## src/design/lct_pkg.sv

```systemverilog
// Purpose: shared constants and types for the loop channel output timing block
// Assumes: 200 MHz clock, millisecond tick as the common time base
// Notes:   all times are in their printed unit; cycle counts are derived
package lct_pkg;

    localparam int          NUM_CH        = 2;
    // clock and time base
    localparam int          CLK_PERIOD_PS = 5000;
    localparam int          MS_PS         = 1000000000;
    localparam int          CYC_PER_MS    = MS_PS / CLK_PERIOD_PS;
    // presence limits in minutes and in ms
    localparam int          PRES_SHORT_MIN = 30;
    localparam int          PRES_LONG_MIN  = 120;
    localparam logic [22:0] PRES_SHORT_MS  = 23'(PRES_SHORT_MIN * 60 * 1000);
    localparam logic [22:0] PRES_LONG_MS   = 23'(PRES_LONG_MIN * 60 * 1000);
    // pulse, delay and extend units in ms
    localparam logic [7:0]  PULSE_MS      = 8'h7d;
    localparam logic [15:0] DELAY_UNIT_MS = 16'h03e8;
    localparam logic [15:0] EXT_UNIT_MS   = 16'h00fa;
    // status output widths in ms
    localparam logic [7:0]  ST_OPEN_MS    = 8'h32;
    localparam logic [7:0]  ST_SHORT_MS   = 8'h64;
    localparam logic [7:0]  ST_INDUCT_MS  = 8'h96;
    localparam logic [7:0]  ST_LOW_MS     = 8'h32;
    // indicator blink, period 500 ms
    localparam logic [8:0]  BLINK_PERIOD_MS = 9'h1f4;
    localparam logic [8:0]  BLINK_QUART_MS  = 9'h07d;
    // register map and fields
    localparam logic [7:0]  REG_MODE0     = 8'h00;
    localparam logic [7:0]  REG_MODE1     = 8'h04;
    localparam logic [7:0]  REG_STATUS    = 8'h08;
    localparam logic [7:0]  REG_FAULT     = 8'h0c;
    localparam int          ST_CH_STRIDE  = 8;
    localparam int          FLT_CH_STRIDE = 2;

    typedef enum logic [2:0] {
        LCT_MODE_OFF        = 3'h0,
        LCT_MODE_PRES_SHORT = 3'h1,
        LCT_MODE_PRES_LONG  = 3'h2,
        LCT_MODE_PULSE      = 3'h3,
        LCT_MODE_CALL       = 3'h4
    } lct_mode_t;
    localparam lct_mode_t   MODE_RESET    = LCT_MODE_PRES_SHORT;

    typedef enum logic [1:0] {
        LCT_FLT_NONE   = 2'h0,
        LCT_FLT_OPEN   = 2'h1,
        LCT_FLT_SHORT  = 2'h2,
        LCT_FLT_INDUCT = 2'h3
    } lct_fault_t;

    typedef enum logic [1:0] {
        LCT_DISP_NONE   = 2'h0,
        LCT_DISP_DELAY  = 2'h1,
        LCT_DISP_EXTEND = 2'h2,
        LCT_DISP_FAULT  = 2'h3
    } lct_disp_t;

    // detection input from the loop measurement logic
    typedef struct packed {
        logic vehicle;
        logic open_loop;
        logic short_loop;
        logic induct_change;
    } lct_det_t;

    // board switch banks of one channel
    typedef struct packed {
        logic [5:0] delay_sec;
        logic [5:0] extend_qsec;
    } lct_sw_t;

endpackage

```

## src/design/lct_channel_timing.sv

```systemverilog
// Purpose: two-channel loop detector output modes, delay/extend timing, status line
// Assumes: detection inputs are on clk; pins (switches, timer control, strap,
//          fail) are asynchronous and pass two flip-flops first
// Notes:   one ms tick drives every timer
//
// The address map and strobed register access were chosen for this implementation.
module lct_channel_timing #(
    parameter int CYC_PER_MS = lct_pkg::CYC_PER_MS
) (
    input  wire logic                                    clk,
    input  wire logic                                    rst,
    input  wire lct_pkg::lct_det_t [lct_pkg::NUM_CH-1:0] det_in,
    input  wire lct_pkg::lct_sw_t  [lct_pkg::NUM_CH-1:0] sw_pins,
    input  wire logic [lct_pkg::NUM_CH-1:0]              timer_ctrl_n,
    input  wire logic                                    green_extend_option_strap,
    input  wire logic                                    watchdog_fail,
    input  wire logic [7:0]                              addr,
    input  wire logic [31:0]                             wdata,
    input  wire logic                                    wr,
    input  wire logic                                    rd,
    output logic [31:0]                                  rdata,
    output logic [lct_pkg::NUM_CH-1:0]                   call_out,
    output logic [lct_pkg::NUM_CH-1:0]                   detect_indicator,
    output logic [lct_pkg::NUM_CH-1:0]                   fault_indicator,
    output logic [lct_pkg::NUM_CH-1:0]                   status_out,
    output logic [lct_pkg::NUM_CH-1:0]                   osc_enable,
    output lct_pkg::lct_disp_t [lct_pkg::NUM_CH-1:0]     display
);
    import lct_pkg::*;

    typedef enum logic [2:0] {
        LCT_ST_IDLE   = 3'h0,
        LCT_ST_DELAY  = 3'h1,
        LCT_ST_ACTIVE = 3'h3,
        LCT_ST_EXTEND = 3'h2,
        LCT_ST_MAXED  = 3'h6
    } lct_state_t;

    function automatic lct_fault_t fault_code(input lct_det_t d);
        if (d.open_loop) begin
            return LCT_FLT_OPEN;
        end else if (d.short_loop) begin
            return LCT_FLT_SHORT;
        end else if (d.induct_change) begin
            return LCT_FLT_INDUCT;
        end
        return LCT_FLT_NONE;
    endfunction

    function automatic logic is_presence(input lct_mode_t m);
        return (m == LCT_MODE_PRES_SHORT) || (m == LCT_MODE_PRES_LONG);
    endfunction

    // pin synchronisers
    lct_sw_t    [NUM_CH-1:0] sw_s1;
    lct_sw_t    [NUM_CH-1:0] sw;
    logic       [NUM_CH-1:0] tc_s1;
    logic       [NUM_CH-1:0] tc_n;
    logic                    strap_s1;
    logic                    strap;
    logic                    wd_s1;
    logic                    wd;

    always_ff @(posedge clk) begin
        if (rst) begin
            sw_s1    <= '0;
            sw       <= '0;
            tc_s1    <= '1;
            tc_n     <= '1;
            strap_s1 <= 1'b0;
            strap    <= 1'b0;
            wd_s1    <= 1'b0;
            wd       <= 1'b0;
        end else begin
            sw_s1    <= sw_pins;
            sw       <= sw_s1;
            tc_s1    <= timer_ctrl_n;
            tc_n     <= tc_s1;
            strap_s1 <= green_extend_option_strap;
            strap    <= strap_s1;
            wd_s1    <= watchdog_fail;
            wd       <= wd_s1;
        end
    end

    // millisecond tick and blink phase
    logic [31:0] pre_cnt;
    logic        tick;
    logic [8:0]  blink_cnt;
    logic        blink2;
    logic        blink4;

    always_ff @(posedge clk) begin
        if (rst) begin
            pre_cnt <= '0;
            tick    <= 1'b0;
        end else if (pre_cnt == 32'(CYC_PER_MS - 1)) begin
            pre_cnt <= '0;
            tick    <= 1'b1;
        end else begin
            pre_cnt <= pre_cnt + 32'h1;
            tick    <= 1'b0;
        end
    end

    always_ff @(posedge clk) begin
        if (rst) begin
            blink_cnt <= '0;
        end else if (tick) begin
            blink_cnt <= (blink_cnt == BLINK_PERIOD_MS - 9'h1) ? 9'h0 : blink_cnt + 9'h1;
        end
    end

    assign blink2 = blink_cnt < 9'(2 * BLINK_QUART_MS);
    assign blink4 = (blink_cnt < BLINK_QUART_MS) ||
                    ((blink_cnt >= 9'(2 * BLINK_QUART_MS)) &&
                     (blink_cnt < 9'(3 * BLINK_QUART_MS)));

    // register file
    lct_mode_t  [NUM_CH-1:0] mode;
    lct_fault_t [NUM_CH-1:0] last_fault;
    logic       [NUM_CH-1:0] mode_wr;
    lct_state_t [NUM_CH-1:0] state;
    logic       [NUM_CH-1:0] veh_q;

    assign mode_wr[0] = wr && (addr == REG_MODE0);
    assign mode_wr[1] = wr && (addr == REG_MODE1);

    always_ff @(posedge clk) begin
        if (rst) begin
            mode <= '{default: MODE_RESET};
        end else begin
            for (int c = 0; c < NUM_CH; c++) begin
                if (mode_wr[c]) begin
                    mode[c] <= lct_mode_t'(wdata[2:0]);
                end
            end
        end
    end

    // fault type kept, new fault wins over clear
    always_ff @(posedge clk) begin
        if (rst) begin
            last_fault <= '{default: LCT_FLT_NONE};
        end else begin
            for (int c = 0; c < NUM_CH; c++) begin
                if (mode[c] != LCT_MODE_OFF && fault_code(det_in[c]) != LCT_FLT_NONE) begin
                    last_fault[c] <= fault_code(det_in[c]);
                end else if (wr && addr == REG_FAULT && wdata[c]) begin
                    last_fault[c] <= LCT_FLT_NONE;
                end
            end
        end
    end

    always_ff @(posedge clk) begin
        if (rst) begin
            rdata <= '0;
        end else begin
            rdata <= '0;
            if (rd) begin
                unique case (addr)
                    REG_MODE0:  rdata <= {29'h0, mode[0]};
                    REG_MODE1:  rdata <= {29'h0, mode[1]};
                    REG_STATUS: begin
                        for (int c = 0; c < NUM_CH; c++) begin
                            rdata[c*ST_CH_STRIDE +: ST_CH_STRIDE] <=
                                {3'h0, strap, veh_q[c], state[c] == LCT_ST_EXTEND,
                                 state[c] == LCT_ST_DELAY, call_out[c]};
                        end
                    end
                    REG_FAULT:  rdata <= {28'h0, last_fault[1], last_fault[0]};
                    default:    rdata <= '0;
                endcase
            end
        end
    end

    // per-channel call state machines
    logic [15:0] tmr      [NUM_CH];
    logic [22:0] pres_cnt [NUM_CH];
    logic [7:0]  pulse_cnt[NUM_CH];
    logic [NUM_CH-1:0] veh;
    logic [NUM_CH-1:0] arrive;

    always_comb begin
        for (int c = 0; c < NUM_CH; c++) begin
            veh[c]    = det_in[c].vehicle && (mode[c] != LCT_MODE_OFF);
            arrive[c] = veh[c] && !veh_q[c];
        end
    end

    always_ff @(posedge clk) begin
        if (rst) begin
            veh_q <= '0;
        end else begin
            veh_q <= veh;
        end
    end

    // each channel has its own state and timers
    always_ff @(posedge clk) begin
        if (rst) begin
            state     <= '{default: LCT_ST_IDLE};
            tmr       <= '{default: 16'h0};
            pres_cnt  <= '{default: 23'h0};
            pulse_cnt <= '{default: 8'h0};
        end else begin
            for (int c = 0; c < NUM_CH; c++) begin
                if (tick && pulse_cnt[c] != 8'h0) begin
                    pulse_cnt[c] <= pulse_cnt[c] - 8'h1;
                end
                // forced call and off skip timing
                if (mode_wr[c] || mode[c] == LCT_MODE_OFF || mode[c] == LCT_MODE_CALL) begin
                    state[c]     <= LCT_ST_IDLE;
                    pulse_cnt[c] <= 8'h0;
                end else begin
                    unique case (state[c])
                        LCT_ST_IDLE: begin
                            if (arrive[c]) begin
                                if (sw[c].delay_sec != 6'h0 && tc_n[c]) begin
                                    state[c] <= LCT_ST_DELAY;
                                    tmr[c]   <= 16'(sw[c].delay_sec * DELAY_UNIT_MS);
                                end else begin
                                    state[c]    <= LCT_ST_ACTIVE;
                                    pres_cnt[c] <= 23'h0;
                                    if (mode[c] == LCT_MODE_PULSE) begin
                                        pulse_cnt[c] <= PULSE_MS;
                                    end
                                end
                            end
                        end
                        LCT_ST_DELAY: begin
                            if (!veh[c]) begin
                                state[c] <= LCT_ST_IDLE;
                            end else if (!tc_n[c] || (tick && tmr[c] == 16'h1)) begin
                                state[c]    <= LCT_ST_ACTIVE;
                                pres_cnt[c] <= 23'h0;
                                if (mode[c] == LCT_MODE_PULSE) begin
                                    pulse_cnt[c] <= PULSE_MS;
                                end
                            end else if (tick) begin
                                tmr[c] <= tmr[c] - 16'h1;
                            end
                        end
                        LCT_ST_ACTIVE: begin
                            if (!veh[c]) begin
                                if (is_presence(mode[c]) && sw[c].extend_qsec != 6'h0 &&
                                    (!strap || !tc_n[c])) begin
                                    state[c] <= LCT_ST_EXTEND;
                                    tmr[c]   <= 16'(sw[c].extend_qsec * EXT_UNIT_MS);
                                end else begin
                                    state[c] <= LCT_ST_IDLE;
                                end
                            end else if (tick && is_presence(mode[c])) begin
                                if (pres_cnt[c] == ((mode[c] == LCT_MODE_PRES_LONG) ?
                                                    PRES_LONG_MS : PRES_SHORT_MS) - 23'h1) begin
                                    state[c] <= LCT_ST_MAXED;
                                end
                                pres_cnt[c] <= pres_cnt[c] + 23'h1;
                            end
                        end
                        LCT_ST_EXTEND: begin
                            if (veh[c]) begin
                                state[c]    <= LCT_ST_ACTIVE;
                                pres_cnt[c] <= 23'h0;
                            end else if (tick) begin
                                if (tmr[c] == 16'h1) begin
                                    state[c] <= LCT_ST_IDLE;
                                end
                                tmr[c] <= tmr[c] - 16'h1;
                            end
                        end
                        LCT_ST_MAXED: begin
                            if (!veh[c]) begin
                                state[c] <= LCT_ST_IDLE;
                            end
                        end
                        default: state[c] <= LCT_ST_IDLE;
                    endcase
                end
            end
        end
    end

    // call, indicators, display
    always_ff @(posedge clk) begin
        if (rst) begin
            call_out         <= '0;
            detect_indicator <= '0;
            fault_indicator  <= '0;
            osc_enable       <= '0;
            display          <= '{default: LCT_DISP_NONE};
        end else begin
            for (int c = 0; c < NUM_CH; c++) begin
                unique case (mode[c])
                    LCT_MODE_OFF:   call_out[c] <= 1'b0;
                    LCT_MODE_CALL:  call_out[c] <= 1'b1;
                    LCT_MODE_PULSE: call_out[c] <= pulse_cnt[c] != 8'h0;
                    // call held in extend, withheld in delay
                    default: call_out[c] <= (state[c] == LCT_ST_ACTIVE) ||
                                            (state[c] == LCT_ST_EXTEND);
                endcase
                osc_enable[c] <= mode[c] != LCT_MODE_OFF;
                if (state[c] == LCT_ST_DELAY) begin
                    detect_indicator[c] <= blink2;
                end else if (state[c] == LCT_ST_EXTEND) begin
                    detect_indicator[c] <= blink4;
                end else begin
                    detect_indicator[c] <= veh[c];
                end
                fault_indicator[c] <= (last_fault[c] != LCT_FLT_NONE) && blink2;
                if (mode[c] != LCT_MODE_OFF && fault_code(det_in[c]) != LCT_FLT_NONE) begin
                    display[c] <= LCT_DISP_FAULT;
                end else if (state[c] == LCT_ST_DELAY) begin
                    display[c] <= LCT_DISP_DELAY;
                end else if (state[c] == LCT_ST_EXTEND) begin
                    display[c] <= LCT_DISP_EXTEND;
                end else begin
                    display[c] <= LCT_DISP_NONE;
                end
            end
        end
    end

    // status line, pulsed high on fault, held high on watchdog fail
    logic [7:0] st_cnt[NUM_CH];
    logic [7:0] st_hi [NUM_CH];

    always_comb begin
        for (int c = 0; c < NUM_CH; c++) begin
            unique case (fault_code(det_in[c]))
                LCT_FLT_OPEN:   st_hi[c] = ST_OPEN_MS;
                LCT_FLT_SHORT:  st_hi[c] = ST_SHORT_MS;
                LCT_FLT_INDUCT: st_hi[c] = ST_INDUCT_MS;
                default:        st_hi[c] = 8'h0;
            endcase
        end
    end

    always_ff @(posedge clk) begin
        if (rst) begin
            st_cnt     <= '{default: 8'h0};
            status_out <= '0;
        end else begin
            for (int c = 0; c < NUM_CH; c++) begin
                if (wd) begin
                    st_cnt[c]     <= 8'h0;
                    status_out[c] <= 1'b1;
                end else if (st_hi[c] == 8'h0 || mode[c] == LCT_MODE_OFF) begin
                    st_cnt[c]     <= 8'h0;
                    status_out[c] <= 1'b0;
                end else begin
                    // one extra tick high, never short
                    status_out[c] <= st_cnt[c] <= st_hi[c];
                    if (tick) begin
                        st_cnt[c] <= (st_cnt[c] >= st_hi[c] + ST_LOW_MS) ?
                                     8'h0 : st_cnt[c] + 8'h1;
                    end
                end
            end
        end
    end

endmodule

```

## config.mk

```make
export PLATFORM = sky130hd
export DESIGN_NAME = lct_channel_timing
export DESIGN_NICKNAME = d
export VERILOG_FILES = /design/src/design/lct_pkg.sv /design/src/design/lct_channel_timing.sv
export SDC_FILE = /design/constraint.sdc
export NUM_CORES = 1
export LEC_CHECK = 0
export BUFFER_PORTS_ARGS = -buffer_cell sky130_fd_sc_hd__buf_4
export CAP_MARGIN = 20
export CORE_ASPECT_RATIO = 1.75
export CORE_MARGIN = 8
export CORE_UTILIZATION = 42
export DETAILED_ROUTE_END_ITERATION = 10
export PLACE_DENSITY = 0.57
export SKIP_LAST_GASP = 1
export SLEW_MARGIN = 10
export SYNTH_ARGS = -nofsm -noshare
export SYNTH_HDL_FRONTEND = slang
export SYNTH_SLANG_ARGS = --single-unit
```

## constraint.sdc

```tcl
create_clock -name clk -period 5.45 [get_ports clk]
set_clock_uncertainty 0.15 [all_clocks]
set_input_delay 1.09 -clock clk [delete_from_list [all_inputs] [get_ports clk]]
set_output_delay 1.09 -clock clk [all_outputs]
set_load 0.05 [all_outputs]
```

Word level (Yosys, flattened, before mapping):

Index checks and enable logic that the tools add are counted.

* register bits after elaboration: 272
* output and inout port bits: 46

* $add $sub $neg: 14
* multipliers: 4
* magnitude comparators: 8
* equality and inequality tests: 67
* multiplexer cells: 129
* bitwise gates (word level): 3
* reduce and logical (&&, ||, !) cells: 81

Operator list (count)
* two-way mux 23 bit: 16
* two-way mux 16 bit: 16
* case mux 23 bit (4 select lines): 2
* case mux 16 bit (4 select lines): 2
* two-way mux 8 bit: 14
* two-way mux 3 bit: 20
* two-way mux 2 bit: 28
* multiplier 6 x 7 -> 13 bit (second input constant): 4
* != test 2 bit (second input constant): 26
* case mux 13 bit (4 select lines): 1
* case mux 8 bit (3 select lines): 2
* adder 23 x 1 -> 23 bit (second input constant): 2
* equality test 23 bit: 2
* subtractor 23 x 1 -> 23 bit (second input constant): 2
* AND reduction 9 bit: 4
* adder 32 x 1 -> 32 bit (second input constant): 1
* equality test 16 x 1 -> 1 bit (second input constant): 2
* equality test 32 x 18 -> 1 bit (second input constant): 1
* case mux 8 bit (2 select lines): 2
* subtractor 16 x 1 -> 16 bit (second input constant): 2
* != test 3 bit (second input constant): 10
* case mux 3 bit (5 select lines): 2
* logical AND 1 bit: 26
* equality test 3 x 2 -> 1 bit (second input constant): 8
* 33 further kinds: 111

Longest topological paths before layout:

* depth after elaboration: 12
* gate-level depth with buffers: 16
* mapped depth without buffers: 16

Worst setup path before layout:

No wires, ideal clock.

* path type: register to register
* start: register sw[20] in the netlist's numbering
* end: register tmr[15] in the netlist's numbering
* library setup time: 0.114 ns
* data arrival time: 3.690 ns
* data required time: 5.186 ns
* path slack: 1.496 ns
* stages on the path, launching flop included: 16
* path buffers: 0
* cells stage by stage: dfxtp_1 -> inv_1 -> fa_1 -> inv_1 -> ha_1 -> inv_1 -> fa_1 -> inv_1 -> ha_1 -> fa_1 -> a21oi_1 -> o211ai_1 -> o41ai_1 -> xnor2_1 -> a211oi_1 -> a2111oi_0

* word-level cells in the longest chain between the ends: 4

Ends and longest elaborated chain
* from (decl): RTL line lct_channel_timing.sv:56 `lct_sw_t [NUM_CH-1:0] sw;`
* from (signal assigned): RTL line lct_channel_timing.sv:76 `sw <= sw_s1;`
* multiplier 6 x 7 -> 13 bit / nonzero test 6 bit (equally long branches): RTL line lct_channel_timing.sv:223, lct_channel_timing.sv:221
* two-way mux 16 bit / logical AND 1 bit (equally long branches): RTL line lct_channel_timing.sv:221 `if (sw[c].delay_sec != 6'h0 && tc_n[c]) begin`
* two-way mux 16 bit / != test 2 bit (equally long branches)
* case mux 16 bit (4 select lines) / AND reduction 9 bit (equally long branches)
* to (signal, indexed assignment): RTL line lct_channel_timing.sv:223 `tmr[c] <= 16'(sw[c].delay_sec * DELAY_UNIT_MS);`
* to (signal, indexed assignment): RTL line lct_channel_timing.sv:243 `tmr[c] <= tmr[c] - 16'h1;`
* to (signal, indexed assignment): RTL line lct_channel_timing.sv:251 `tmr[c] <= 16'(sw[c].extend_qsec * EXT_UNIT_MS);`
* to (decl): RTL line lct_channel_timing.sv:180 `logic [15:0] tmr [NUM_CH];`

Parallel ways exist; a longest one is shown, timed or not. The select of a mux whose other input is x is not followed.
A chain may end at the register's enable or synchronous reset.

Worst setup path in the final report:

Same ends and word-level chain as after synthesis.

==> summary.md <==
| Metric | Value |
|---|---|
| Status | completed |
| Hold Fails Final Rpt | 0 |
| Seq pwr share | 35.9% |
| Hold Path Depth | 1 |
| Die area | 45260 µm² |
| Fraction of layout cells with a size suffix above 1 | 8.592% |
| Synth Area per Inst | 8.480 µm² |
| Sequential fraction of the synthesis area | 30.84% |
| Max Cap Violations | 0 |
| First-pass GRT wire length | 66.64 mm |
| Gate power share | 34.8% |
| WP depth | 15 |
| Total gr overflow | 0 |
| Ys async rst share | 0% |
| Largest net degree at the start of global routing | 68 |
| Synthesized area | 16160 µm² |
| Final wirelength | 40.50 mm |
| Nets | 2224 |
| Die width | 164.3 µm |
| Required @ worst endpoint | 5.71 ns |
| Worst skew pair latency | 0.55 ns |
| Critical-path top delay cell | fa_1 |
| Critical path endpoint | tmr[15]$_SDFFE_PP0P_ |
| Start point of the worst hold path | tc_s1[0]$_SDFF_PP1_ |
| Filler instances | 3731 |
| CP startpoint | sw[20]$_SDFF_PP0_ |
| Die height | 275.5 µm |
| CTS tree | built |
| Arrival @ worst endpoint | 4.71 ns |
| Standard-cell rows | 95 |
| # DRC | 0 |
| Initial antenna violation count | 0 |
| Final setup vio count | 0 |
| Fin. max-slew vios | 0 |
| Clk sinks | 249 |
| Post-cts sizing count | 0 |
| Slowest Stage Delay on Critical Path | 0.53 ns |
| Top Ports | 126 |
| CORE AREA | 38160 µm² |
| Peak Freq | 224.6 MHz |
| Initial core utilization | 42.36% |
| Vias in the first global route | 13.69k |
| Cells after Synth | 1906 |
| RSZ-0062 raised after global routing | no |
| CTS Buf Count | 26 |
| FF-to-FF path depth | 15 |
| Hold buffers post-CTS | 0 |
| Delay-heaviest family, CP | adder cells |
| Clk root buf | clkbuf_16 |
| Diode count | 0 |
| Peak VDD IR | 0.2600 mV |
| Synth warn | 0 |
| Clk pin slew, worst setup/hold paths | 0.07 ns |
| Worst-case clock buffer depth | 3 |
| Drt pass-1 iters | 7 |
| Vias/cell | 5.388 |
| Top cell by count, worst path | inv_1 |
| Switching Share | 38.27% |
| Vias | 13.21k |
| CP Capture Type | register |
| GPL Wtd Cong | 0.8542 |
| Crit path kind | register to register |
| Final cycle utilization of the critical path | 81.70% |
| PD cells | 327.6 nW/µm² |
| Ys flop type | dfxtp_1 |
| DR WL/cell | 16.52 µm |
| Tightest Pin Transition | 0.9550 ns |
| ANT nets after route | 0 |
| Worst setup SP type | register |
| Worst hold path type | register to register |
| Post-synthesis sequential element count | 249 |
| Critical-path cell list | inv_1 > fa_1 > inv_1 > ha_1 > inv_1 > fa_1 > inv_1 > ha_1 > fa_1 > a21oi_1 > o211ai_1 > o41ai_1 > xnor2_1 > a211oi_1 > a2111oi_0 |
| Most common cell after layout, fill and taps aside | dfxtp_1 |
| Register area | 4985 µm² |
| Post-synth EDFFs | 0 |
| Worst R2R Start | sw[20]$_SDFF_PP0_ |
| Total global-route track usage | 17.88% |
| DPL Wire Length | 31.14 mm |
| Area of the multi-input gates | 10120 µm² |
| Clk pwr share | 29.2% |
| Synth cell types | 87 |
| R2r setup slk | 1.0 ns |
| Leakage | 7.437 nW |
| Drt initial violations | 472 |
| Setup TNS Final | 0 ns |
| Minimum clock period | 4.453 ns |
| Slew margin rel. | 35.97% |
| Switching pwr | 2.238 mW |
| Post CTS Setup Buffer Count | 0 |
| WP buf/inv | 4 |
| R2r endpoint | tmr[15]$_SDFFE_PP0P_ |
| Area grow syn2layout | 10.47% |
| CP Max Fanout | 5 |
| Tot Pwr | 5.849 mW |
| Most frequent cells in the layout | 249 x dfxtp_1, 220 x nor2_1, 181 x inv_1 |
| Htree depth | 1 |
| Input/output buffers | 74 |
| Int Pwr | 3.611 mW |
==> worst min-delay path by stage <==
stage                                     to  slack (ns)
after global placement    tc_n[1]$_SDFF_PP1_        0.25
after floorplan           tc_n[0]$_SDFF_PP1_        0.24
final                     tc_n[0]$_SDFF_PP1_        0.26
after detailed placement  tc_n[1]$_SDFF_PP1_        0.25
after global routing      tc_n[1]$_SDFF_PP1_        0.28
after CTS                 tc_n[0]$_SDFF_PP1_        0.26
==> power groups by stage <==
stage               logic, mW  registers (mW)  clock network (mW)
floorplan                1.55            2.10                   0
detailed placement       2.03            2.14                   0
finish                   2.04            2.10                1.71
global route             2.26            2.12                1.83
CTS                      2.04            2.10                1.77
global placement         2.02            2.13                   0
==> layout make-up <==
type | instances | share of cell area [%]
clock buffers | 35 | 4.057
clock inverters | 13 | 0.5046
inverters | 181 | 3.805
multi-input cells | 1403 | 56.70
flip-flops and latches | 249 | 27.92
well taps | 485 | 3.399
repair buffers | 86 | 3.616
==> Yosys cell counts (9+ instances only) <==
master    count  area [µm²]
a211oi_1     15       112.6
a21o_1       16       120.1
a21oi_1      93       465.5
a221oi_1      9       78.83
a22oi_1      11       82.58
a31oi_1       9       56.30
and2_1       18       112.6
and3_1       23       143.9
buf_2         9       45.04
buf_4        27       202.7
clkbuf_1     55       206.5
dfxtp_1     249        4985
fa_1         52        1041
ha_1        145        1814
inv_1       181       679.4
nand2_1     108       405.4
nand2b_1     21       131.4
nand3_1      61       305.3
nand4_1      33       206.5
nor2_1      220       825.8
nor2b_1      75       469.2
nor3_1       41       205.2
nor4_1       27       168.9
nor4_2        9       112.6
o21ai_0      45       225.2
o21ai_1      23       115.1
o21bai_1     10       75.07
o22ai_1      15       93.84
o31ai_1      10       75.07
or2_2        13       81.33
or3_1        18       112.6
xnor2_1      57       499.2
xor2_1       66       578.1
==> per-stage QoR <==
| step | instance area, µm² | std cells | hold slack [ns] | util [%] | worst slack (ns) |
|---|---|---|---|---|---|
| 2_1_floorplan | 16240 | 1927 | 0.2395 | - | 1.496 |
| 4_1_cts | 17850 | 2452 | 0.2605 | 46.78 | 0.9833 |
| 3_5_place_dp | 17030 | 2404 | 0.2508 | 44.64 | 1.021 |
| 5_1_grt | 17850 | 2452 | 0.2788 | 46.79 | 0.5399 |
| 3_3_place_gp | 17030 | 2404 | 0.2476 | 44.64 | 1.089 |
| 6_report | 17850 | 2452 | 0.2571 | 46.79 | 0.9974 |
==> per-layer routing <==
layer	GRT usage (%)	vias to the layer above	part of all wire (%)
met5	0	-	0
met3	1.881	85	3.5
li1	-	6588	-
met4	7.229	0	3.7
met1	18.15	6275	38
met2	35.74	264	55
==> cells by family after synthesis <==
logic type	Yosys count	synth area share, %
other	1	0.02320
adders and majority gates	197	17.67
and+or+nand+nor	720	23.32
AOI/OAI and AO/OA	328	13.34
xor gates and xnor gates	123	6.665
buffers and inverters	275	7.091
DFF	249	30.84
muxes	13	1.053
==> flip-flops by register name, summed over array words and instances, names as in the netlist, 2 cells and up <==
register and flops:
last_fault 4, detect_indicator 2, tmr 32, sw 24, rdata 9, status_out 2, display 4, st_cnt 16
fault_indicator 2, pulse_cnt 16, pres_cnt 46, mode 6, veh_q 2, state 6, pre_cnt 32, osc_enable 2
call_out 2, sw_s1 24, tc_s1 2, tc_n 2, blink_cnt 9
==> worst register-to-register path, cell delays in order (launching register included) <==
cell,delay (ns)
dfxtp_1,0.46
inv_1,0.15
fa_1,0.49
inv_1,0.08
ha_1,0.28
inv_1,0.06
fa_1,0.53
inv_1,0.04
ha_1,0.23
fa_1,0.42
a21oi_1,0.21
o211ai_1,0.16
o41ai_1,0.39
xnor2_1,0.20
a211oi_1,0.10
a2111oi_0,0.38
(Power assumes the default switching activity.)
